<file path="config.mk">
export PLATFORM = sky130hd
export DESIGN_NAME = bfs_sequencer
export DESIGN_NICKNAME = d
export VERILOG_FILES = /design/src/logic/bfs_pkg.sv /design/src/logic/bfs_sequencer.sv /design/src/logic/bfs_delay.sv /design/src/logic/bfs_limit_sel.sv
export VERILOG_INCLUDE_DIRS = /design/src /design/src/logic
export SDC_FILE = /design/constraint.sdc
export NUM_CORES = 1
export LEC_CHECK = 0
export ABC_AREA = 1
export CORE_MARGIN = 4
export CORE_UTILIZATION = 35
export CTS_CLUSTER_DIAMETER = 40
export DETAILED_ROUTE_END_ITERATION = 8
export DONT_BUFFER_PORTS = 1
export GPL_TIMING_DRIVEN = 0
export SYNTH_ARGS = -nofsm -noshare
export SYNTH_HDL_FRONTEND = slang
export SYNTH_SLANG_ARGS = --single-unit
</file>
<file path="constraint.sdc">
create_clock -name clock_i -period 4.2 [get_ports clock_i]
set_input_delay 1.26 -clock clock_i [delete_from_list [all_inputs] [get_ports clock_i]]
set_output_delay 1.26 -clock clock_i [all_outputs]
set_load 0.1 [all_outputs]
</file>
<file path="src/logic/bfs_consts.svh">
`ifndef BFS_CONSTS_SVH
`define BFS_CONSTS_SVH

// Clock period in ps (200 MHz)
`define BFS_CLK_PS          5000
// Power-good delay after soft-start end, in us
`define BFS_PG_DELAY_US     1500
// Undervoltage arming delay after soft-start end, in us
`define BFS_UV_ARM_US       1400
// Undervoltage filter time, in us
`define BFS_UV_FILT_US      1000
// Cycle counts derived from times and clock rate
`define BFS_PG_DELAY_CYC    ((`BFS_PG_DELAY_US * 1000000) / `BFS_CLK_PS)
`define BFS_UV_ARM_CYC      ((`BFS_UV_ARM_US * 1000000) / `BFS_CLK_PS)
`define BFS_UV_FILT_CYC     ((`BFS_UV_FILT_US * 1000000) / `BFS_CLK_PS)
// Minimum high-side on-time during overvoltage discharge, in cycles
`define BFS_MIN_ON_CYC      40
// Limit select encodings
`define BFS_SEL_GND         2'h0
`define BFS_SEL_5V          2'h1
`define BFS_SEL_FLOAT       2'h2
// Current limit levels in amperes
`define BFS_LIM_GND_A       5'h08
`define BFS_LIM_5V_A        5'h0C
`define BFS_LIM_FLOAT_A     5'h10
// Counter width
`define BFS_CNT_W           20

`endif

</file>
<file path="src/logic/bfs_pkg.sv">
package bfs_pkg;
	typedef enum logic [2:0] {
		ST_OFF,
		ST_SOFT,
		ST_RUN,
		ST_OVDIS,
		ST_LATCHED
	} bfs_state_t;
	typedef enum logic {
		OV_LS_ON,
		OV_HS_MIN
	} bfs_ovph_t;
endpackage

</file>
<file path="src/logic/bfs_sequencer.sv">
// Functional notes
// - Turn low side off on zero-cross in normal auto-skip operation.
// - Enable high starts soft-start current into the ramp capacitor.
// - Power-good released after output within -8% and 1.5 ms after soft-start.
// - Overvoltage pulls power-good low at once until supply or enable cycle.
// - Undervoltage level pulls power-good low at once until reset.
// - Limit exceeded during low-side conduction blocks next high-side pulse.
// - Select pin picks 8, 12 or 16 A limit.
// - Negative limit magnitude equals positive limit.
// - Negative limit engaged only in out-of-bound or overvoltage operation.
// - Output 8% high enters forced-PWM out-of-bound discharge mode.
// - Overvoltage: low side on, minimum high-side pulse at negative limit.
// - Output reaching 0 V in overvoltage latches both switches off.
// - Overvoltage fault clears only by bias reset or enable cycle.
// - Undervoltage detection armed 1.4 ms after soft-start completes.
// - Undervoltage fault held until bias reset or enable cycle.
// - Bias supply below lockout shuts output off, resumes without latch.
// - Over-temperature shuts down unlatched, restarts with fresh soft-start.
`include "bfs_consts.svh"

module bfs_sequencer
	import bfs_pkg::*;
(
	input  wire logic       clock_i,
	input  wire logic       rst_b_i,
	input  wire logic       enable_i,
	input  wire logic       bias_por_ok_i,
	input  wire logic       supply_lockout_i,
	input  wire logic       over_temp_i,
	input  wire logic       soft_done_i,
	input  wire logic       pwm_demand_i,
	input  wire logic       zero_cross_i,
	input  wire logic       vout_pg_ok_i,
	input  wire logic       vout_oob_i,
	input  wire logic       vout_ov_i,
	input  wire logic       vout_uv_i,
	input  wire logic       vout_zero_i,
	input  wire logic [1:0] limit_select_pin_i,
	input  wire logic       current_limit_hit_i,
	input  wire logic       neg_limit_hit_i,
	output logic            soft_start_src_o,
	output logic            hs_on_o,
	output logic            ls_on_o,
	output logic            power_ok_output_oe_o,
	output logic            overvoltage_fault_o,
	output logic            undervoltage_fault_o,
	output logic            out_of_bound_discharge_o,
	output logic            neg_limit_en_o,
	output logic      [4:0] current_limit_o
);
	////////////////////////////////////////////////////////////////////////
	// Declarations
	bfs_state_t state_reg, state_next;
	bfs_ovph_t  ovph_reg;
	logic       ov_latch_reg, uv_latch_reg, pg_reg, ocl_block_reg;
	logic       ls_cond_reg;
	logic [7:0] min_on_reg;
	logic       pg_done, uv_armed, uv_filt_done;

	////////////////////////////////////////////////////////////////////////
	// Clearing terms
	// Enable low or bias below POR resets all latches and timers
	wire logic hard_clr_w  = !enable_i || !bias_por_ok_i;
	// Lockout and thermal are non-latching stops
	wire logic soft_stop_w = supply_lockout_i || over_temp_i;
	wire logic running_w   = (state_reg == ST_RUN);
	wire logic uv_now_w    = running_w && uv_armed && vout_uv_i;
	wire logic ov_now_w    = (state_reg == ST_RUN || state_reg == ST_SOFT) && vout_ov_i;

	////////////////////////////////////////////////////////////////////////
	// Timers referenced to the soft-start done flag
	bfs_delay #(.TARGET(`BFS_PG_DELAY_CYC)) u_pg_delay (
		.clock_i (clock_i),
		.rst_b_i (rst_b_i),
		.clear_i (hard_clr_w),
		.run_i   (running_w && soft_done_i),
		.done_o  (pg_done)
	);
	bfs_delay #(.TARGET(`BFS_UV_ARM_CYC)) u_uv_arm (
		.clock_i (clock_i),
		.rst_b_i (rst_b_i),
		.clear_i (hard_clr_w),
		.run_i   (running_w && soft_done_i),
		.done_o  (uv_armed)
	);
	// Filter restarts whenever the output climbs back above the threshold
	bfs_delay #(.TARGET(`BFS_UV_FILT_CYC)) u_uv_filt (
		.clock_i (clock_i),
		.rst_b_i (rst_b_i),
		.clear_i (hard_clr_w),
		.run_i   (uv_now_w),
		.done_o  (uv_filt_done)
	);
	bfs_limit_sel u_limit (
		.clock_i (clock_i),
		.rst_b_i (rst_b_i),
		.sel_i   (limit_select_pin_i),
		.limit_o (current_limit_o)
	);

	////////////////////////////////////////////////////////////////////////
	// Main sequencer state
	always_comb begin
		state_next = state_reg;
		case (state_reg)
			ST_OFF: begin
				if (enable_i && !soft_stop_w && !ov_latch_reg && !uv_latch_reg)
					state_next = ST_SOFT;
			end
			ST_SOFT: begin
				if (soft_stop_w)
					state_next = ST_OFF;
				else if (ov_now_w)
					state_next = ST_OVDIS;
				else if (soft_done_i)
					state_next = ST_RUN;
			end
			ST_RUN: begin
				if (soft_stop_w)
					state_next = ST_OFF;
				else if (ov_now_w)
					state_next = ST_OVDIS;
				else if (uv_filt_done)
					state_next = ST_LATCHED;
			end
			ST_OVDIS: begin
				// Lockout and thermal stop the discharge too; the OV latch keeps it off
				if (soft_stop_w)
					state_next = ST_OFF;
				else if (vout_zero_i)
					state_next = ST_LATCHED;
			end
			ST_LATCHED: state_next = ST_LATCHED;
			default: state_next = ST_OFF;
		endcase
		if (hard_clr_w)
			state_next = ST_OFF;
	end

	always_ff @(posedge clock_i or negedge rst_b_i) begin
		if (!rst_b_i) begin
			state_reg <= ST_OFF;
		end else begin
			state_reg <= state_next;
		end
	end

	////////////////////////////////////////////////////////////////////////
	// Fault latches; set loses to nothing but a hard clear
	always_ff @(posedge clock_i or negedge rst_b_i) begin
		if (!rst_b_i) begin
			ov_latch_reg <= 1'b0;
			uv_latch_reg <= 1'b0;
		end else if (hard_clr_w) begin
			ov_latch_reg <= 1'b0;
			uv_latch_reg <= 1'b0;
		end else begin
			if (ov_now_w)
				ov_latch_reg <= 1'b1;
			if (uv_filt_done && running_w)
				uv_latch_reg <= 1'b1;
		end
	end

	////////////////////////////////////////////////////////////////////////
	// Power-good: an output undervoltage or overvoltage is sticky until reset
	logic pg_limit_select_pin_reg;
	always_ff @(posedge clock_i or negedge rst_b_i) begin
		if (!rst_b_i) begin
			pg_limit_select_pin_reg <= 1'b0;
			pg_reg      <= 1'b0;
		end else if (hard_clr_w) begin
			pg_limit_select_pin_reg <= 1'b0;
			pg_reg      <= 1'b0;
		end else if (vout_ov_i || (running_w && vout_uv_i)) begin
			pg_limit_select_pin_reg <= 1'b1;
			pg_reg      <= 1'b0;
		end else begin
			pg_reg <= !pg_limit_select_pin_reg && running_w && pg_done && vout_pg_ok_i;
		end
	end

	////////////////////////////////////////////////////////////////////////
	// Positive limit: sampled while low side conducts, blocks next high-side pulse
	always_ff @(posedge clock_i or negedge rst_b_i) begin
		if (!rst_b_i) begin
			ocl_block_reg <= 1'b0;
		end else if (ls_on_o) begin
			ocl_block_reg <= current_limit_hit_i;
		end else if (!current_limit_hit_i) begin
			ocl_block_reg <= 1'b0;
		end
	end

	////////////////////////////////////////////////////////////////////////
	// Overvoltage discharge phase and minimum on-time
	always_ff @(posedge clock_i or negedge rst_b_i) begin
		if (!rst_b_i) begin
			ovph_reg   <= OV_LS_ON;
			min_on_reg <= 8'h00;
		end else if (state_reg != ST_OVDIS) begin
			ovph_reg   <= OV_LS_ON;
			min_on_reg <= 8'h00;
		end else if (ovph_reg == OV_LS_ON && neg_limit_hit_i) begin
			ovph_reg   <= OV_HS_MIN;
			min_on_reg <= 8'(`BFS_MIN_ON_CYC - 1);
		end else if (ovph_reg == OV_HS_MIN) begin
			if (min_on_reg == 8'h00)
				ovph_reg <= OV_LS_ON;
			else
				min_on_reg <= min_on_reg - 8'h01;
		end
	end

	////////////////////////////////////////////////////////////////////////
	// Gate drive decode
	wire logic oob_w    = running_w && vout_oob_i;
	wire logic neg_en_w = oob_w || (state_reg == ST_OVDIS);
	wire logic active_w = (state_reg == ST_SOFT) || running_w;
	// High side on demand when not blocked by the limit, or for the overvoltage minimum pulse
	// Held demand keeps the high side on; the low side only follows once demand drops
	wire logic hs_w     = (active_w && pwm_demand_i && !ocl_block_reg && !(oob_w && neg_limit_hit_i)) ||
	                      (state_reg == ST_OVDIS && ovph_reg == OV_HS_MIN);
	// Auto-skip drops the low side at zero-cross; forced PWM does not
	wire logic ls_w     = (active_w && !pwm_demand_i && !hs_w && ls_cond_reg &&
	                       (oob_w ? !neg_limit_hit_i : !zero_cross_i)) ||
	                      (state_reg == ST_OVDIS && ovph_reg == OV_LS_ON && !neg_limit_hit_i);

	// Low side allowed after a high-side pulse until current returns to zero, or reaches the negative limit when out of bound
	always_ff @(posedge clock_i or negedge rst_b_i) begin
		if (!rst_b_i) begin
			ls_cond_reg <= 1'b0;
		end else if (hs_w) begin
			ls_cond_reg <= 1'b1;
		end else if (!ls_w) begin
			ls_cond_reg <= 1'b0;
		end
	end

	////////////////////////////////////////////////////////////////////////
	// Registered outputs
	always_ff @(posedge clock_i or negedge rst_b_i) begin
		if (!rst_b_i) begin
			hs_on_o                  <= 1'b0;
			ls_on_o                  <= 1'b0;
			soft_start_src_o         <= 1'b0;
			power_ok_output_oe_o     <= 1'b1;
			overvoltage_fault_o      <= 1'b0;
			undervoltage_fault_o     <= 1'b0;
			out_of_bound_discharge_o <= 1'b0;
			neg_limit_en_o           <= 1'b0;
		end else begin
			hs_on_o                  <= hs_w;
			ls_on_o                  <= ls_w;
			soft_start_src_o         <= (state_reg == ST_SOFT) || running_w;
			power_ok_output_oe_o     <= !pg_reg;
			overvoltage_fault_o      <= ov_latch_reg;
			undervoltage_fault_o     <= uv_latch_reg;
			out_of_bound_discharge_o <= oob_w;
			neg_limit_en_o           <= neg_en_w;
		end
	end

	////////////////////////////////////////////////////////////////////////
	// Assertions
	latched_off_a: assert property (@(posedge clock_i) disable iff (!rst_b_i)
		state_reg == ST_LATCHED |=> !hs_on_o && !ls_on_o) else $error("switch on while latched");
	ov_pg_low_a: assert property (@(posedge clock_i) disable iff (!rst_b_i)
		vout_ov_i && !hard_clr_w |=> ##1 power_ok_output_oe_o) else $error("power ok not pulled on ov");
	uv_pg_low_a: assert property (@(posedge clock_i) disable iff (!rst_b_i)
		running_w && vout_uv_i && !hard_clr_w |=> ##1 power_ok_output_oe_o) else $error("power ok not pulled on uv");
	pg_needs_delay_a: assert property (@(posedge clock_i) disable iff (!rst_b_i)
		!power_ok_output_oe_o |-> $past(pg_done, 2)) else $error("power ok before delay");
	ov_clear_a: assert property (@(posedge clock_i) disable iff (!rst_b_i)
		ov_latch_reg && !hard_clr_w |=> ov_latch_reg) else $error("ov fault cleared early");
	uv_hold_a: assert property (@(posedge clock_i) disable iff (!rst_b_i)
		uv_latch_reg && !hard_clr_w |=> uv_latch_reg) else $error("uv fault cleared early");
	neg_only_a: assert property (@(posedge clock_i) disable iff (!rst_b_i)
		neg_limit_en_o |-> $past(oob_w) || $past(state_reg) == ST_OVDIS) else $error("neg limit outside oob");
	stop_off_a: assert property (@(posedge clock_i) disable iff (!rst_b_i)
		supply_lockout_i |=> ##1 !hs_on_o && !soft_start_src_o) else $error("running in lockout");
	ocl_block_a: assert property (@(posedge clock_i) disable iff (!rst_b_i)
		ocl_block_reg && state_reg != ST_OVDIS |=> !hs_on_o) else $error("high side despite limit");
	uv_arm_a: assert property (@(posedge clock_i) disable iff (!rst_b_i)
		!uv_armed |=> !uv_latch_reg || $past(uv_latch_reg)) else $error("uv set before arming");
	ov_min_on_a: assert property (@(posedge clock_i) disable iff (!rst_b_i)
		state_reg == ST_OVDIS && $rose(ovph_reg == OV_HS_MIN) && !hard_clr_w && !vout_zero_i
		|-> (ovph_reg == OV_HS_MIN) [*8]) else $error("min on time too short");
	cov_pg_c:    cover property (@(posedge clock_i) $fell(power_ok_output_oe_o));
	cov_ovdis_c: cover property (@(posedge clock_i) state_reg == ST_OVDIS ##1 state_reg == ST_LATCHED);
	cov_uv_c:    cover property (@(posedge clock_i) $rose(uv_latch_reg));
	cov_oob_c:   cover property (@(posedge clock_i) $rose(out_of_bound_discharge_o));
endmodule

</file>
<file path="src/logic/bfs_delay.sv">
`include "bfs_consts.svh"

// Counts enabled cycles and flags once the target count has been reached
module bfs_delay
	import bfs_pkg::*;
#(
	parameter int unsigned TARGET = 16
) (
	input  wire logic clock_i,
	input  wire logic rst_b_i,
	input  wire logic clear_i,
	input  wire logic run_i,
	output logic      done_o
);
	logic [`BFS_CNT_W-1:0] cnt_reg;
	localparam logic [`BFS_CNT_W-1:0] LAST = `BFS_CNT_W'(TARGET - 1);

	// Saturating counter; clear dominates run
	always_ff @(posedge clock_i or negedge rst_b_i) begin
		if (!rst_b_i) begin
			cnt_reg <= '0;
			done_o  <= 1'b0;
		end else if (clear_i || !run_i) begin
			cnt_reg <= '0;
			done_o  <= 1'b0;
		end else if (cnt_reg != LAST) begin
			cnt_reg <= cnt_reg + `BFS_CNT_W'(1);
		end else begin
			done_o <= 1'b1;
		end
	end
endmodule

</file>
<file path="src/logic/bfs_limit_sel.sv">
`include "bfs_consts.svh"

// Maps the select-pin state to a current-limit level in amperes
module bfs_limit_sel
	import bfs_pkg::*;
(
	input  wire logic       clock_i,
	input  wire logic       rst_b_i,
	input  wire logic [1:0] sel_i,
	output logic      [4:0] limit_o
);
	// Unknown pin code falls back to the lowest, safest level
	wire logic [4:0] lim_w = (sel_i == `BFS_SEL_5V)    ? `BFS_LIM_5V_A :
	                         (sel_i == `BFS_SEL_FLOAT) ? `BFS_LIM_FLOAT_A : `BFS_LIM_GND_A;

	always_ff @(posedge clock_i or negedge rst_b_i) begin
		if (!rst_b_i) begin
			limit_o <= `BFS_LIM_GND_A;
		end else begin
			limit_o <= lim_w;
		end
	end
endmodule

</file>
After elaboration in Yosys (flattened, before gate mapping)
Cells that the tools add are included.

word-level totals
  flip-flop bits (word level) = 94
  bits of input ports = 18
  output and inout bits = 13
  logic and storage cells = 155

cells by class
  $add $sub $neg = 4
  equal/unequal tests = 20
  muxes and demuxes = 46
  bitwise gates (word level) = 1
  reductions and logical operators = 60

operators by type and width
  kind                   count
  $mux 20                6
  $add 20x1->20 const B  3
  $ne 20x19->1 const B   2
  $mux 8                 4
  $mux 3                 10
  $logic_and 1x1->1      25
  $mux 1                 23
  $ne 20x18->1 const B   1
  $logic_not 1->1        15
  $pmux 3 s5             1
  $reduce_bool 2->1      6
  $mux 5                 2
  $logic_or 1x1->1       9
  $logic_not 8->1        1
  $sub 8x1->8 const B    1
  $eq 3x2->1 const B     2
  $ne 2x1->1 const B     3
  $ne 3x2->1 const B     2
  $ne 5x2->1 const B     1
  $ne 5x4->1 const B     1
  $ne 2x2->1 const B     2
  $ne 4x3->1 const B     1
  $reduce_and 4->1       1
  $eq 3x1->1 const B     1
  other kinds (8)        8

Logic depth before layout (Yosys ltp)
  depth in word-level cells = 13
  depth in mapped cells = 11
  gate-level depth less buffers = 11

Hierarchy
Synthesis repeated with hierarchy kept, for this count alone.

second synthesis, totals
  cells, all modules = 745
  area, all modules = 5358.9 um^2

by module, submodules not included
  module                   instances  cells an instance  area an instance (um^2)
  bfs_sequencer            1          180                1371.3
  bfs_delay at u_uv_arm    1          194                1328.8
  bfs_delay at u_uv_filt   1          187                1285.0
  bfs_delay at u_pg_delay  1          173                1260.0
  bfs_limit_sel            1          11                 113.9

Worst setup path after synthesis
Ideal clock, no wire load.

  path kind = flip-flop to output port
  start point = register ls_on_o
  end point = output ls_on_o
  arrival = 0.899 ns
  path slack = 2.041 ns
  cell stages (with the launch flop) = 1
  cells stage by stage = dfrtp_1

RTL lines
  what                      RTL line              RTL
  start: declaration        bfs_sequencer.sv:43   output logic ls_on_o,
  start signal: assignment  bfs_sequencer.sv:254  ls_on_o <= ls_w;

No word-level cell between the ends.

Worst setup path after layout
  start point = register ls_on_o
  end point = output ls_on_o

No word-level cell between the ends.

==> run_results.csv <==
group,metric,value,unit
status,outcome,"complete, no violations",
setup_path,critPathRequiredTime,2.94,ns
clock_tree,root_buffer,"clkbuf_16",
synthesis,synth_cell_types,42,
cells_and_area,area_growth,10.84,%
timing,finalHoldViolations,0,
synthesis,ys_top_cells_by_area,"dfrtp_1, nand2_1, nor2_1",
cells_and_area,final_cells,809,
routing,drt_iter0_drc,294,
power_and_ir_drop,p_int,1372,uW
timing,setup_tns,0,ns
placement,dp_hpwl,7.063,mm
clock_tree,cts_tree,"done",
routing,first_pass_iters,4,
clock_tree,clk_pin_slew,0.06,ns
clock_tree,cts_buffers,9,
placement,place.gp.congestion,0.8462,
cells_and_area,drive_above_1_share,7.741,%
timing,max_freq,391.6,MHz
routing,ant_nets,0,
global_route,antenna_found_initial,0,
synthesis,synth_async_sr_flop_share,100.0,%
cells_and_area,n_antenna_cell,0,
global_route,overflow,0,
global_route,grt_max_degree,93,
synthesis,synth_top_area_cell,"dfrtp_1",
cells_and_area,final_common_cell,"nand2_1",
global_route,grt_pass1_wl,17.35,mm
clock_tree,cts_setup_buffers,0,
synthesis,yosys_most_used_dff,"dfrtp_1",
placement,dp.cells,793,
timing,setup_viol,0,
clock_tree,cts_resized,0,
routing,via_per_inst,4.876,
synthesis,yosysWarnings,0,
routing,dr_total_vias,3945,
timing,finalCritPeriodShare,60.80,%
power_and_ir_drop,power,1738,uW
synthesis,syn-instance-count,616,
synthesis,ys_ff_latch,92,
global_route,track_usage,13.24,%
placement,portBuffers,0,
routing,routedWlPerCell,12.18,um
setup_path,critPathCaptureType,"primary output",
timing,slew_violations,0,
routing,wl,9.851,mm
synthesis,syn_avg_cell_area,7.775,sq um
setup_path,critPathKind,"reg2out",
global_route,grt_pass1_vias,3699,
synthesis,syn_area,0.004790,sq mm
die,core_area,0.01335,sq mm
power_and_ir_drop,clock_power_share,46.3,%
routing,drc,0,
die,die_h,125.0,um
synthesis,yosys.area.top_type_share,47.02,%
die,start_util,35.88,%
power_and_ir_drop,p_sw_share,21.03,%
synthesis,synth_edf_count,0,
power_and_ir_drop,power_density,327.4,mW/mm^2
setup_path,start_kind,"register",
clock_tree,cts_max_path_buffers,2,
clock_tree,ctsHoldBuffers,0,
setup_path,critical_path_arrival,1.29,ns
clock_tree,clkLatencyLatePin,0.34,ns
clock_tree,cts_sinks,92,
timing,relSlewSlack,38.16,%
power_and_ir_drop,sequentialPowerShare,52.3,%
clock_tree,cts_max_level,3,
die,die-area,0.01562,sq mm
die,die_w,125.0,um
die,num_rows,42,
timing,fin_crit,2.554,ns
timing,worst_pin_slew,0.9276,ns
synthesis,seq_area_frac_synth,48.12,%
power_and_ir_drop,combinationalPowerShare,1.4,%
setup_path,cp_max_fo,2,
power_and_ir_drop,p_sw,365.4,uW
timing,skew,0.006358,ns
timing,rsz0062_at_grt,"no",
cells_and_area,nets,651,
power_and_ir_drop,p_leak,0.002297,uW
power_and_ir_drop,peakVddDrop,0.1893,mV
min_path,hp-class,"reg2reg",
die,io_pins,31,
flow_run,drv_cap,0,
cells_and_area,final_cell_mix,"nand2_1, dfrtp_1, nor2_1",
## Yosys cell counts, types with 2 or more instances
library cell and instances:
buf_2 3, nor2_2 4, nand3b_1 2, dfrtp_1 90
a31oi_1 6, dfstp_2 2, o21ai_0 31, nor4_1 6
nand2_2 3, nand3_1 43, nand4_1 21, o21a_1 5
o21ai_1 4, inv_1 85, nor2_4 2, inv_2 3
buf_4 2, nor3_1 18, or2_2 4, nor3_2 2
a21oi_1 33, ha_1 5, nor3b_1 3, o21ai_2 3
xor2_1 6, nand3_2 4, nand2_1 126, nor2_1 86
## per-stage QoR
step	worst slack, ns	hold WS [ns]	cell area [sq um]	util, %
floorplan	2.041	0.3367	4793	-
global placement	1.628	0.3467	5014	37.56
detailed placement	1.631	0.3446	5014	37.56
CTS	1.625	0.3537	5309	39.77
global route	1.608	0.3786	5309	39.77
finish	1.646	0.3501	5309	39.77
## power by group through the flow
stage               combinational, uW  sequential [uW]  clock (uW)
detailed placement               24.5              925           0
global placement                 24.0              925           0
finish                           24.8              909         805
global route                     27.3              908         871
floorplan                        21.3              925           0
CTS                              24.6              908         833
## worst reg2reg max path, delay by kind of cell, from the launching register on
kind	cells	cell delay, ns
and+or+nand+nor	8	1.01
adders and majority gates	1	0.23
DFF	1	0.37
## layout make-up
type,instances,area [sq um]
Buffer,7,45.04
Clock buffer,12,246.5
Clock inverter,4,48.80
Fill cell,1364,8039
Inverter,89,335.3
Multi-Input combinational cell,429,2108
Sequential cell,92,2305
Tap cell,176,220.2
## per-layer routing
metal	routed length [um]	GRT usage, %	share of wire (%)	up-vias
met2	4554	21.07	46	60
met3	347	2.814	3.5	13
li1	-	-	-	2039
met4	176	5.102	1.8	0
met5	0	0	0	-
met1	4772	17.77	48	1833
## worst paths after layout
path                       slack [ns]                               end                       startpoint  cells past startpoint
hold / removal                   0.35    power_ok_output_oe_o$_DFF_PN1_                 pg_reg$_DFF_PN0_                      1
setup / recovery                 1.65                           ls_on_o                ls_on_o$_DFF_PN0_                      0
setup reg to reg                 2.52  u_uv_arm.cnt_reg[18]$_DFFE_PN0P_  u_uv_arm.cnt_reg[0]$_DFFE_PN0P_                      9
min in group asynchronous        0.61         min_on_reg[5]$_DFFE_PN0P_                          rst_b_i                      0
max in group asynchronous        3.38      u_limit.limit_o[3]$_DFF_PN1_                          rst_b_i                      0
hold reg to reg                  0.35    power_ok_output_oe_o$_DFF_PN1_                 pg_reg$_DFF_PN0_                      1
## cells by family (layout without fill, tap and decap cells)
group / Yosys count / count (layout) / share of synthesized area [%]
XOR/XNOR: 7 / 7 / 1.280
AND/OR/NAND/NOR: 326 / 326 / 30.93
buffers and inverters: 96 / 112 / 7.941
adder cells (fa/ha/maj): 5 / 5 / 1.306
AO/OA/AOI/OAI: 89 / 89 / 10.35
other: 1 / 2 / 0.07829
flip-flops: 92 / 92 / 48.12
Note: power is estimated with default switching activity, not from simulation.
